`config.mk`:
```
export PLATFORM = sky130hd
export DESIGN_NAME = control_flow_instruction_unit
export DESIGN_NICKNAME = d
export VERILOG_FILES = /design/src/shared/cf_unit_pkg.sv /design/src/hdl/control_flow_instruction_unit.sv /design/src/hdl/stack_mem.sv
export VERILOG_INCLUDE_DIRS = /design/src /design/src/shared
export SDC_FILE = /design/constraint.sdc
export NUM_CORES = 2
export LEC_CHECK = 0
export BUFFER_PORTS_ARGS = -buffer_cell sky130_fd_sc_hd__buf_2
export CELL_PAD_IN_SITES_DETAIL_PLACEMENT = 0
export CELL_PAD_IN_SITES_GLOBAL_PLACEMENT = 1
export CORE_UTILIZATION = 60
export CTS_CLUSTER_SIZE = 10
export DETAILED_ROUTE_END_ITERATION = 10
export PLACE_DENSITY_LB_ADDON = 0.1
export SETUP_SLACK_MARGIN = 0.1
export SLEW_MARGIN = 40
export SYNTH_ARGS = -nofsm -noshare
export SYNTH_HDL_FRONTEND = slang
export SYNTH_SLANG_ARGS = --single-unit
```
`constraint.sdc`:
```
create_clock -name clk_sys -period 15.8 [get_ports clk_sys]
set_input_delay 3.16 -clock clk_sys [delete_from_list [all_inputs] [get_ports clk_sys]]
set_output_delay 3.16 -clock clk_sys [all_outputs]
set_load 0.03 [all_outputs]
```
`src/shared/cf_unit_map.svh`:
```
`ifndef CF_UNIT_MAP_SVH
`define CF_UNIT_MAP_SVH

`define CFU_ADDR_W         8
`define CFU_CTRL_OFS       8'h00
`define CFU_OPND_OFS       8'h04
`define CFU_PTR_OFS        8'h08
`define CFU_TGT_OFS        8'h0C
`define CFU_PC_OFS         8'h10
`define CFU_SP_OFS         8'h14
`define CFU_FLAGS_OFS      8'h18
`define CFU_STAT_OFS       8'h1C

`define CFU_CTRL_START_BIT 8
`define CFU_OPND_B_LSB     8
`define CFU_OPND_SEL_LSB   16
`define CFU_OPND_TWO_BIT   20
`define CFU_TGT_OFF_LSB    16

`define CFU_FLAG_C         0
`define CFU_FLAG_Z         1
`define CFU_FLAG_N         2
`define CFU_FLAG_V         3
`define CFU_FLAG_H         5
`define CFU_FLAG_I         7

`define CFU_PC_RESET       16'h0000
`define CFU_SP_RESET       16'h00FF
`define CFU_FLAGS_RESET    8'h00

`define CFU_CYC_SEQ        3'h1
`define CFU_CYC_PTR_BRANCH 3'h2
`define CFU_CYC_FAR_BRANCH 3'h3
`define CFU_CYC_PTR_INVOKE 3'h3
`define CFU_CYC_REL_INVOKE 3'h3
`define CFU_CYC_FAR_INVOKE 3'h4
`define CFU_CYC_EXIT       3'h4
`define CFU_CYC_TAKEN      3'h2
`define CFU_CYC_SKIP_ONE   3'h2
`define CFU_CYC_SKIP_TWO   3'h3

`define CFU_RESP_OKAY      2'h0
`define CFU_RESP_SLVERR    2'h2

`endif

```
`src/shared/cf_unit_pkg.sv`:
```
package cf_unit_pkg;

  typedef enum logic [3:0] {
    pointer_branch_op,
    direct_far_branch_op,
    relative_invoke_op,
    pointer_invoke_op,
    direct_far_invoke_op,
    subroutine_exit_op,
    interrupt_exit_op,
    equal_skip_op,
    immediate_compare_op,
    skip_reg_bit_clear_op,
    skip_reg_bit_set_op,
    skip_io_bit_clear_op,
    skip_io_bit_set_op,
    branch_flag_set_op,
    branch_flag_clear_op
  } op_e;

  typedef enum logic [0:0] {
    fsm_idle,
    fsm_exec
  } fsm_e;

  typedef struct packed {
    logic        we;
    logic [15:0] waddr;
    logic [7:0]  wdata;
    logic [15:0] raddr;
  } stack_req_s;

  typedef struct packed {
    fsm_e        fsm;
    logic        busy;
    logic [2:0]  cnt;
    logic [2:0]  total;
    logic [2:0]  last_cyc;
    op_e         op;
    logic [15:0] pc;
    logic [15:0] sp;
    logic [15:0] ptr;
    logic [15:0] abs_tgt;
    logic [11:0] off;
    logic [7:0]  flags;
    logic [7:0]  opa;
    logic [7:0]  opb;
    logic [7:0]  hi;
    logic [7:0]  lo;
    logic [2:0]  bsel;
    logic        two;
    logic        aw_rdy;
    logic        w_rdy;
    logic        bvalid;
    logic        ar_rdy;
    logic        rvalid;
    logic [7:0]  awaddr;
    logic [31:0] wdata;
    logic [3:0]  wstrb;
    logic [31:0] rdata;
    logic [1:0]  bresp;
    logic [1:0]  rresp;
    stack_req_s  mreq;
  } state_s;

endpackage

```
`src/hdl/control_flow_instruction_unit.sv`:
```
`timescale 1ns/100ps
`include "cf_unit_map.svh"
module control_flow_instruction_unit #(
  parameter int STACK_AW = 8
) (
  input  wire logic                    clk_sys,
  input  wire logic                    rst,
  input  wire logic [`CFU_ADDR_W-1:0]  awaddr,
  input  wire logic                    awvalid,
  output logic                         awready,
  input  wire logic [31:0]             wdata,
  input  wire logic [3:0]              wstrb,
  input  wire logic                    wvalid,
  output logic                         wready,
  output logic [1:0]                   bresp,
  output logic                         bvalid,
  input  wire logic                    bready,
  input  wire logic [`CFU_ADDR_W-1:0]  araddr,
  input  wire logic                    arvalid,
  output logic                         arready,
  output logic [31:0]                  rdata,
  output logic [1:0]                   rresp,
  output logic                         rvalid,
  input  wire logic                    rready,
  output logic                         busy
);

  localparam cf_unit_pkg::state_s RST_STATE = '{
    fsm:    cf_unit_pkg::fsm_idle,
    op:     cf_unit_pkg::pointer_branch_op,
    pc:     `CFU_PC_RESET,
    sp:     `CFU_SP_RESET,
    flags:  `CFU_FLAGS_RESET,
    aw_rdy: 1'b1,
    w_rdy:  1'b1,
    ar_rdy: 1'b1,
    default: '0
  };

  cf_unit_pkg::state_s s_reg;
  cf_unit_pkg::state_s s_next;
  logic [7:0]          mem_rdata;
  logic [31:0]         wv;
  logic                wr_fire;
  logic                go;
  cf_unit_pkg::op_e    wr_op;
  cf_unit_pkg::op_e    sel_op;
  logic [15:0]         off_sext;
  logic [15:0]         br_off;
  logic [15:0]         pc_inc;
  logic [15:0]         rel_tgt;
  logic [15:0]         br_tgt;
  logic [15:0]         ret_addr;
  logic [7:0]          ret_lo;
  logic                skip_op;
  logic                skip_cond;
  logic                br_op;
  logic                br_cond;
  logic                invoke_op;
  logic                exit_op;
  logic [2:0]          cycles;
  logic [15:0]         new_pc;
  logic [8:0]          diff;
  logic                cmp_zero;
  logic                half_borrow;

  function automatic logic [31:0] view(input cf_unit_pkg::state_s st, input logic [7:0] a);
    case (a)
      `CFU_CTRL_OFS:  view = {28'h0000000, st.op};
      `CFU_OPND_OFS:  view = {11'h000, st.two, 1'b0, st.bsel, st.opb, st.opa};
      `CFU_PTR_OFS:   view = {16'h0000, st.ptr};
      `CFU_TGT_OFS:   view = {4'h0, st.off, st.abs_tgt};
      `CFU_PC_OFS:    view = {16'h0000, st.pc};
      `CFU_SP_OFS:    view = {16'h0000, st.sp};
      `CFU_FLAGS_OFS: view = {24'h000000, st.flags};
      `CFU_STAT_OFS:  view = {20'h00000, 1'b0, st.last_cyc, 7'h00, st.busy};
      default:        view = 32'h00000000;
    endcase
  endfunction

  function automatic logic mapped(input logic [7:0] a);
    mapped = (a[1:0] == 2'h0) && (a <= `CFU_STAT_OFS);
  endfunction

  function automatic logic [31:0] merge(input logic [31:0] o, input logic [31:0] d,
                                        input logic [3:0] b);
    logic [31:0] m;
    m = {{8{b[3]}}, {8{b[2]}}, {8{b[1]}}, {8{b[0]}}};
    merge = (o & ~m) | (d & m);
  endfunction

  stack_mem #(
    .AW (STACK_AW)
  ) u_stack (
    .clk_sys (clk_sys),
    .rst     (rst),
    .req     (s_reg.mreq),
    .rdata   (mem_rdata)
  );

  assign wv       = merge(view(s_reg, s_reg.awaddr), s_reg.wdata, s_reg.wstrb);
  assign wr_fire  = !s_reg.aw_rdy && !s_reg.w_rdy && !s_reg.bvalid;
  assign wr_op    = cf_unit_pkg::op_e'(wv[3:0]);
  assign go       = wr_fire && (s_reg.awaddr == `CFU_CTRL_OFS) && wv[`CFU_CTRL_START_BIT]
                    && !s_reg.busy;
  assign sel_op   = (s_reg.fsm == cf_unit_pkg::fsm_idle) ? wr_op : s_reg.op;
  assign off_sext = {{4{s_reg.off[11]}}, s_reg.off};
  assign br_off   = {{9{s_reg.off[6]}}, s_reg.off[6:0]};
  assign pc_inc   = s_reg.pc + 16'h0001;
  assign rel_tgt  = pc_inc + off_sext;
  assign br_tgt   = pc_inc + br_off;
  assign ret_lo   = ret_addr[7:0];
  assign diff     = {1'b0, s_reg.opa} - {1'b0, s_reg.opb};
  assign cmp_zero = (diff[7:0] == 8'h00);
  assign half_borrow = (~s_reg.opa[3] & s_reg.opb[3]) | (s_reg.opb[3] & diff[3])
                       | (diff[3] & ~s_reg.opa[3]);

  // return point is the word after the invoking instruction
  always_comb
  begin
    if (sel_op == cf_unit_pkg::direct_far_invoke_op)
    begin
      ret_addr = s_reg.pc + 16'h0002;
    end
    else
    begin
      ret_addr = pc_inc;
    end
  end

  always_comb
  begin
    skip_op   = 1'b1;
    skip_cond = 1'b0;
    br_op     = 1'b0;
    br_cond   = 1'b0;
    invoke_op = 1'b0;
    exit_op   = 1'b0;
    case (sel_op)
      cf_unit_pkg::equal_skip_op:         skip_cond = (s_reg.opa == s_reg.opb);
      cf_unit_pkg::skip_reg_bit_clear_op: skip_cond = ~s_reg.opa[s_reg.bsel];
      cf_unit_pkg::skip_reg_bit_set_op:   skip_cond = s_reg.opa[s_reg.bsel];
      cf_unit_pkg::skip_io_bit_clear_op:  skip_cond = ~s_reg.opb[s_reg.bsel];
      cf_unit_pkg::skip_io_bit_set_op:    skip_cond = s_reg.opb[s_reg.bsel];
      default:                            skip_op = 1'b0;
    endcase
    case (sel_op)
      cf_unit_pkg::branch_flag_set_op:
      begin
        br_op   = 1'b1;
        br_cond = s_reg.flags[s_reg.bsel];
      end
      cf_unit_pkg::branch_flag_clear_op:
      begin
        br_op   = 1'b1;
        br_cond = ~s_reg.flags[s_reg.bsel];
      end
      cf_unit_pkg::relative_invoke_op,
      cf_unit_pkg::pointer_invoke_op,
      cf_unit_pkg::direct_far_invoke_op:  invoke_op = 1'b1;
      cf_unit_pkg::subroutine_exit_op,
      cf_unit_pkg::interrupt_exit_op:     exit_op = 1'b1;
      default:                            br_op = 1'b0;
    endcase
  end

  always_comb
  begin
    cycles = `CFU_CYC_SEQ;
    new_pc = pc_inc;
    case (sel_op)
      cf_unit_pkg::pointer_branch_op:
      begin
        cycles = `CFU_CYC_PTR_BRANCH;
        new_pc = s_reg.ptr;
      end
      cf_unit_pkg::direct_far_branch_op:
      begin
        cycles = `CFU_CYC_FAR_BRANCH;
        new_pc = s_reg.abs_tgt;
      end
      cf_unit_pkg::relative_invoke_op:
      begin
        cycles = `CFU_CYC_REL_INVOKE;
        new_pc = rel_tgt;
      end
      cf_unit_pkg::pointer_invoke_op:
      begin
        cycles = `CFU_CYC_PTR_INVOKE;
        new_pc = s_reg.ptr;
      end
      cf_unit_pkg::direct_far_invoke_op:
      begin
        cycles = `CFU_CYC_FAR_INVOKE;
        new_pc = s_reg.abs_tgt;
      end
      cf_unit_pkg::subroutine_exit_op,
      cf_unit_pkg::interrupt_exit_op:
      begin
        cycles = `CFU_CYC_EXIT;
        new_pc = {s_reg.hi, s_reg.lo};
      end
      default:
      begin
        if (skip_op && skip_cond && s_reg.two)
        begin
          cycles = `CFU_CYC_SKIP_TWO;
          new_pc = s_reg.pc + 16'h0003;
        end
        else if (skip_op && skip_cond)
        begin
          cycles = `CFU_CYC_SKIP_ONE;
          new_pc = s_reg.pc + 16'h0002;
        end
        else if (br_op && br_cond)
        begin
          cycles = `CFU_CYC_TAKEN;
          new_pc = br_tgt;
        end
      end
    endcase
  end

  always_comb
  begin
    s_next         = s_reg;
    s_next.mreq.we = 1'b0;
    if (awvalid && s_reg.aw_rdy)
    begin
      s_next.aw_rdy = 1'b0;
      s_next.awaddr = awaddr;
    end
    if (wvalid && s_reg.w_rdy)
    begin
      s_next.w_rdy = 1'b0;
      s_next.wdata = wdata;
      s_next.wstrb = wstrb;
    end
    if (s_reg.bvalid && bready)
    begin
      s_next.bvalid = 1'b0;
    end
    if (wr_fire)
    begin
      s_next.bvalid = 1'b1;
      s_next.aw_rdy = 1'b1;
      s_next.w_rdy  = 1'b1;
      s_next.bresp  = mapped(s_reg.awaddr) ? `CFU_RESP_OKAY : `CFU_RESP_SLVERR;
      // writes are dropped while an instruction runs
      if (!s_reg.busy)
      begin
        case (s_reg.awaddr)
          `CFU_CTRL_OFS:  s_next.op = wr_op;
          `CFU_OPND_OFS:
          begin
            s_next.opa  = wv[7:0];
            s_next.opb  = wv[`CFU_OPND_B_LSB +: 8];
            s_next.bsel = wv[`CFU_OPND_SEL_LSB +: 3];
            s_next.two  = wv[`CFU_OPND_TWO_BIT];
          end
          `CFU_PTR_OFS:   s_next.ptr = wv[15:0];
          `CFU_TGT_OFS:
          begin
            s_next.abs_tgt = wv[15:0];
            s_next.off     = wv[`CFU_TGT_OFF_LSB +: 12];
          end
          `CFU_PC_OFS:    s_next.pc = wv[15:0];
          `CFU_SP_OFS:    s_next.sp = wv[15:0];
          `CFU_FLAGS_OFS: s_next.flags = wv[7:0];
          default:        s_next.op = s_reg.op;
        endcase
      end
    end
    if (s_reg.rvalid && rready)
    begin
      s_next.rvalid = 1'b0;
      s_next.ar_rdy = 1'b1;
    end
    if (arvalid && s_reg.ar_rdy)
    begin
      s_next.ar_rdy = 1'b0;
      s_next.rvalid = 1'b1;
      s_next.rdata  = view(s_reg, araddr);
      s_next.rresp  = mapped(araddr) ? `CFU_RESP_OKAY : `CFU_RESP_SLVERR;
    end
    case (s_reg.fsm)
      cf_unit_pkg::fsm_idle:
      begin
        if (go)
        begin
          s_next.fsm   = cf_unit_pkg::fsm_exec;
          s_next.busy  = 1'b1;
          s_next.cnt   = 3'h1;
          s_next.total = cycles;
          // stack read data lag the address by one cycle, so start early
          if (exit_op)
          begin
            s_next.mreq.raddr = s_reg.sp + 16'h0001;
          end
        end
      end
      cf_unit_pkg::fsm_exec:
      begin
        s_next.cnt = s_reg.cnt + 3'h1;
        // push low byte first, high byte below it
        if (invoke_op && (s_reg.cnt <= 3'h2))
        begin
          s_next.mreq.we    = 1'b1;
          s_next.mreq.waddr = s_reg.sp;
          s_next.mreq.wdata = (s_reg.cnt == 3'h1) ? ret_addr[7:0] : ret_addr[15:8];
          s_next.sp         = s_reg.sp - 16'h0001;
        end
        if (exit_op)
        begin
          if (s_reg.cnt == 3'h1)
          begin
            s_next.mreq.raddr = s_reg.sp + 16'h0002;
          end
          if (s_reg.cnt == 3'h2)
          begin
            s_next.hi = mem_rdata;
          end
          if (s_reg.cnt == 3'h3)
          begin
            s_next.lo = mem_rdata;
          end
        end
        if (s_reg.cnt == s_reg.total)
        begin
          s_next.fsm      = cf_unit_pkg::fsm_idle;
          s_next.busy     = 1'b0;
          s_next.last_cyc = s_reg.total;
          s_next.pc       = new_pc;
          if (exit_op)
          begin
            s_next.sp = s_reg.sp + 16'h0002;
          end
          if (s_reg.op == cf_unit_pkg::interrupt_exit_op)
          begin
            s_next.flags[`CFU_FLAG_I] = 1'b1;
          end
          if (s_reg.op == cf_unit_pkg::immediate_compare_op)
          begin
            s_next.flags[`CFU_FLAG_Z] = cmp_zero;
            s_next.flags[`CFU_FLAG_N] = diff[7];
            s_next.flags[`CFU_FLAG_C] = diff[8];
            s_next.flags[`CFU_FLAG_H] = half_borrow;
            s_next.flags[`CFU_FLAG_V] = (s_reg.opa[7] & ~s_reg.opb[7] & ~diff[7])
                                        | (~s_reg.opa[7] & s_reg.opb[7] & diff[7]);
          end
        end
      end
      default: s_next.fsm = cf_unit_pkg::fsm_idle;
    endcase
  end

  always_ff @(posedge clk_sys or posedge rst)
  begin
    if (rst)
    begin
      s_reg <= RST_STATE;
    end
    else
    begin
      s_reg <= s_next;
    end
  end

  assign awready = s_reg.aw_rdy;
  assign wready  = s_reg.w_rdy;
  assign bvalid  = s_reg.bvalid;
  assign bresp   = s_reg.bresp;
  assign arready = s_reg.ar_rdy;
  assign rvalid  = s_reg.rvalid;
  assign rdata   = s_reg.rdata;
  assign rresp   = s_reg.rresp;
  assign busy    = s_reg.busy;
endmodule // control_flow_instruction_unit

```
`src/hdl/stack_mem.sv`:
```
`timescale 1ns/100ps
module stack_mem #(
  parameter int AW = 8
) (
  input  wire logic                   clk_sys,
  input  wire logic                   rst,
  input  wire cf_unit_pkg::stack_req_s req,
  output logic [7:0]                  rdata
);

  logic [7:0] mem [0:(1<<AW)-1];
  logic [7:0] rdata_reg;

  always_ff @(posedge clk_sys)
  begin
    if (req.we)
    begin
      mem[req.waddr[AW-1:0]] <= req.wdata;
    end
  end

  // read data are registered: valid one cycle after the address
  always_ff @(posedge clk_sys or posedge rst)
  begin
    if (rst)
    begin
      rdata_reg <= 8'h00;
    end
    else
    begin
      rdata_reg <= mem[req.raddr[AW-1:0]];
    end
  end

  assign rdata = rdata_reg;

endmodule // stack_mem

```
==> impl_summary.log <==
[metrics] outcome: completed
[metrics] number of filler cells placed in the layout: 9982
[metrics] RSZ-0062 raised after global routing: false
[metrics] Root Buffer Master: sky130_fd_sc_hd__clkbuf_16
[metrics] dominant cell type by area after synthesis: sky130_fd_sc_hd__edfxtp_1
[metrics] global-route wire length before repair: 336 mm
[metrics] endpoints failing setup: 0
[metrics] maximum achievable frequency: 0.192 GHz
[metrics] worst hold-check path type: flip-flop to flip-flop
[metrics] Synth Area in XOR/XNOR: 0.751%
[metrics] CTS tree: yes
[metrics] total DRC errors in the routed layout: 0
[metrics] number of standard cells after synthesis: 4888
[metrics] number of buffers and inverters on the critical path: 3
[metrics] dominant cells by area after synthesis: sky130_fd_sc_hd__edfxtp_1 65%, sky130_fd_sc_hd__mux4_2 16%, sky130_fd_sc_hd__dfrtp_1 6.1%, sky130_fd_sc_hd__mux2_2 1.5%, sky130_fd_sc_hd__nor2_1 1.4%
[metrics] commonest cells after routing, fill and taps aside: 2048 x sky130_fd_sc_hd__edfxtp_1, 687 x sky130_fd_sc_hd__mux4_2, 288 x sky130_fd_sc_hd__clkbuf_16, 270 x sky130_fd_sc_hd__nor2_1, 217 x sky130_fd_sc_hd__dfrtp_1
[metrics] critical path startpoint category: flip-flop
[metrics] sequential-to-total area share from yosys stat: 71.6%
[metrics] Vias per Instance: 6.80
[metrics] largest incremental delay on the critical path: 0.68 ns
[metrics] combined area of all synthesized cells: 0.0944 mm^2
[metrics] area share of the leading cell type in the synthesized netlist: 65.1%
[metrics] Vert. Die Dim: 399 um
[metrics] relative slew slack: 39.8%
[metrics] met3 usage in global routing: 5.00%
[metrics] slowest cell on the critical path: sky130_fd_sc_hd__dfrtp_4
[metrics] endpoints failing hold: 0
[metrics] synthesized area per cell: 19.3 um^2
[metrics] shortest clock period the worst path allows after layout: 5.20 ns
[metrics] number of synthesized register bits: 2291
[metrics] number of enable flip-flop cells after synthesis: 2048
[metrics] die footprint: 0.159 mm^2
[metrics] max FFs per register: 2048
[metrics] switch share: 26.7%
[metrics] initial core utilization: 60.5%
[metrics] die outline width: 399 um
[metrics] Power Internal: 11.3 mW
[metrics] Async S/R FF share, synth: 10.6%
[metrics] share of post-route cells with drive strength above 1: 29.1%
[metrics] measured slew at the worst slew-check pin: 0.900 ns
[metrics] capturing element type of the critical path: flip-flop
[metrics] Crit path required time: 16.51 ns
[metrics] Sw Pwr: 4.11 mW
[metrics] number of buffers on the longest clock path: 4
[metrics] number of non-filler instances in the completed layout: 7145
[metrics] Critical Setup Path Class: flip-flop to flip-flop
[metrics] simple-gate share of the synthesized area: 3.72%
[metrics] area of the placeable core: 0.156 mm^2
[metrics] standard-cell rows: 145
[metrics] number of slew-limit violations in the final report: 0
[metrics] largest net degree at the start of global routing: 135
[metrics] ratio of final minimum period to clock period: 32.9%
[metrics] H-tree depth reported by CTS: 5
[metrics] library cell appearing most often on the critical path: sky130_fd_sc_hd__mux4_2
[metrics] vias post-DR: 48.6k
[metrics] largest family of logic cells by synthesized area: multiplexers
[metrics] grt ovf: 0
[metrics] data arrival time at the worst-slack endpoint: 5.91 ns
[metrics] family with the most delay on the worst path: multiplexers
[metrics] clk_lat worst skew: 0.90 ns
[metrics] routability congestion estimate from global placement: 0.916
[metrics] met2 GRT Util: 45.2%
[metrics] clk_skew: 0.0490 ns
[metrics] final sum of negative setup slack: 0 ns
[metrics] arithmetic-cell share of the synthesized area counting full adders, half adders and majority gates: 0.639%
[metrics] area fraction in compound gates after synthesis: 3.29%
[metrics] via count of the first global-routing pass: 48.4k
[metrics] most utilized layer in the global route result: met2
[metrics] routed wire length: 229 mm
[metrics] post-detailed-route count of antenna-violating nets: 0
[metrics] cts hold-fix bufs: 0
[metrics] average wire length per cell after detail routing: 32.1 um
[metrics] CTS sink cnt: 2291
[metrics] net total in the final layout: 5138
[metrics] power share of the clock group: 35.8%
[metrics] pre-CTS WS: 10.49 ns
[metrics] number of cells upsized or downsized after cts: 0
[metrics] power density over cell area: 147 mW/mm^2
[metrics] All-Layer GR Usage: 29.4%
[metrics] number of warnings printed during yosys synthesis: 0
[metrics] placed instance count: 6800
[metrics] combinational fraction of design power: 14.3%
[metrics] Post-CTS Setup Repair Bufs: 0
[metrics] most common cell after layout, fill and taps aside: sky130_fd_sc_hd__edfxtp_1
[metrics] # IOs: 101
[metrics] max-capacitance violation count: 0
[metrics] sum of net half-perimeters after detailed placement: 142 mm
[metrics] worst-case vdd ir drop: 0.144 mV
[metrics] Seq pwr share: 49.9%
[metrics] cells along the critical path: buf_4 > buf_6 > buf_6 > mux4_2 > mux4_2 > mux4_2 > mux4_2
[metrics] final worst-path setup slack: 10.60 ns
[metrics] multiplexer share of the synthesized area: 18.2%
[metrics] count of input and output buffers: 90
[metrics] Num CTS Buffers: 282
[metrics] critical path peak fanout: 48
[metrics] static leakage: 30.6 nW
[metrics] predominant post-synthesis flop cell: sky130_fd_sc_hd__edfxtp_1
[metrics] Iter 0 DRT Violations: 6368
[metrics] initial antenna violation count: 13
[metrics] distinct cell type count of the synthesized netlist: 84
[metrics] First-pass DRT Iterations: 9
[metrics] met1 demand-to-capacity share in global routing: 43.9%
[metrics] layout-stage area growth over the synthesis result: 11.2%
[metrics] clock slew at reported path FFs: 0.06 ns
area by class of cell:
cell class                      instances  area (um^2)  area share (%)
Tap cell                             2058         2570            2.45
Timing Repair Buffer                  191         1620            1.54
Multi-Input combinational cell       2222        25500            24.3
Inverter                               44          178           0.169
Clock inverter                          8         90.1          0.0858
Sequential cell                      2291        67600            64.4
Antenna cell                            2         5.00         0.00476
Clock buffer                          329         7410            7.06
cells in the mapped netlist, types with 18 or more instances:
library cell	instances
sky130_fd_sc_hd__a21oi_1	61
sky130_fd_sc_hd__a221oi_1	24
sky130_fd_sc_hd__a222oi_1	18
sky130_fd_sc_hd__a22oi_1	57
sky130_fd_sc_hd__a31oi_1	19
sky130_fd_sc_hd__buf_1	32
sky130_fd_sc_hd__buf_2	75
sky130_fd_sc_hd__buf_4	38
sky130_fd_sc_hd__clkbuf_1	189
sky130_fd_sc_hd__dfrtp_1	232
sky130_fd_sc_hd__edfxtp_1	2048
sky130_fd_sc_hd__ha_1	45
sky130_fd_sc_hd__inv_1	44
sky130_fd_sc_hd__mux2_2	127
sky130_fd_sc_hd__mux2i_1	32
sky130_fd_sc_hd__mux4_2	687
sky130_fd_sc_hd__nand2_1	219
sky130_fd_sc_hd__nand3_1	65
sky130_fd_sc_hd__nand4_1	18
sky130_fd_sc_hd__nor2_1	364
sky130_fd_sc_hd__o211ai_1	34
sky130_fd_sc_hd__o21ai_0	112
sky130_fd_sc_hd__xnor2_1	49
sky130_fd_sc_hd__xor2_1	32
kinds of logic (layout without fill, tap and decap cells):
kind of cell               Yosys count  in the layout
AOI/OAI and AO/OA                  450            450
xor gates and xnor gates            81             81
adders and majority gates           47             47
buffers and inverters              380            572
DFF                               2291           2291
muxes                              846            846
other                                1              8
and+or+nand+nor                    792            792
layer usage:
layer	routed length [um]	up-vias
met5	57	-
met4	6940	8
met3	19400	440
met2	109000	2315
met1	93400	25700
li1	-	20100
final timing paths:
kind | start | endpoint | slack, ns | cells past startpoint
max | s_reg[0] | u_stack.rdata[0] | 10.60 | 7
min | rdata[1] | rdata[1] | 0.47 | 1
max reg2reg | s_reg[0] | u_stack.rdata[0] | 10.60 | 7
min reg2reg | rdata[1] | rdata[1] | 0.47 | 1
max in group asynchronous | rst | s_reg[117] | 12.27 | 3
min in group asynchronous | rst | s_reg[102] | 2.30 | 2
power by group through the flow:
stage,Clock (mW),Sequential [mW],Combinational (mW)
6_report,5.51,7.68,2.20
5_1_grt,5.79,7.70,2.37
4_1_cts,5.58,7.70,2.14
3_5_place_dp,0,7.82,2.13
3_3_place_gp,0,7.83,2.02
2_1_floorplan,0,7.85,1.29
through the flow:
stage	utilization (%)	hold slack (ns)	area [um^2]	power, mW
after floorplan	-	0.451	94500	9.14
after global placement	61.9	0.462	96700	9.86
after detailed placement	62.2	0.460	97200	9.95
after CTS	67.0	0.472	105000	15.4
after global routing	67.2	0.500	105000	15.9
final	67.2	0.471	105000	15.4
Note: power is estimated with default switching activity, not from simulation.
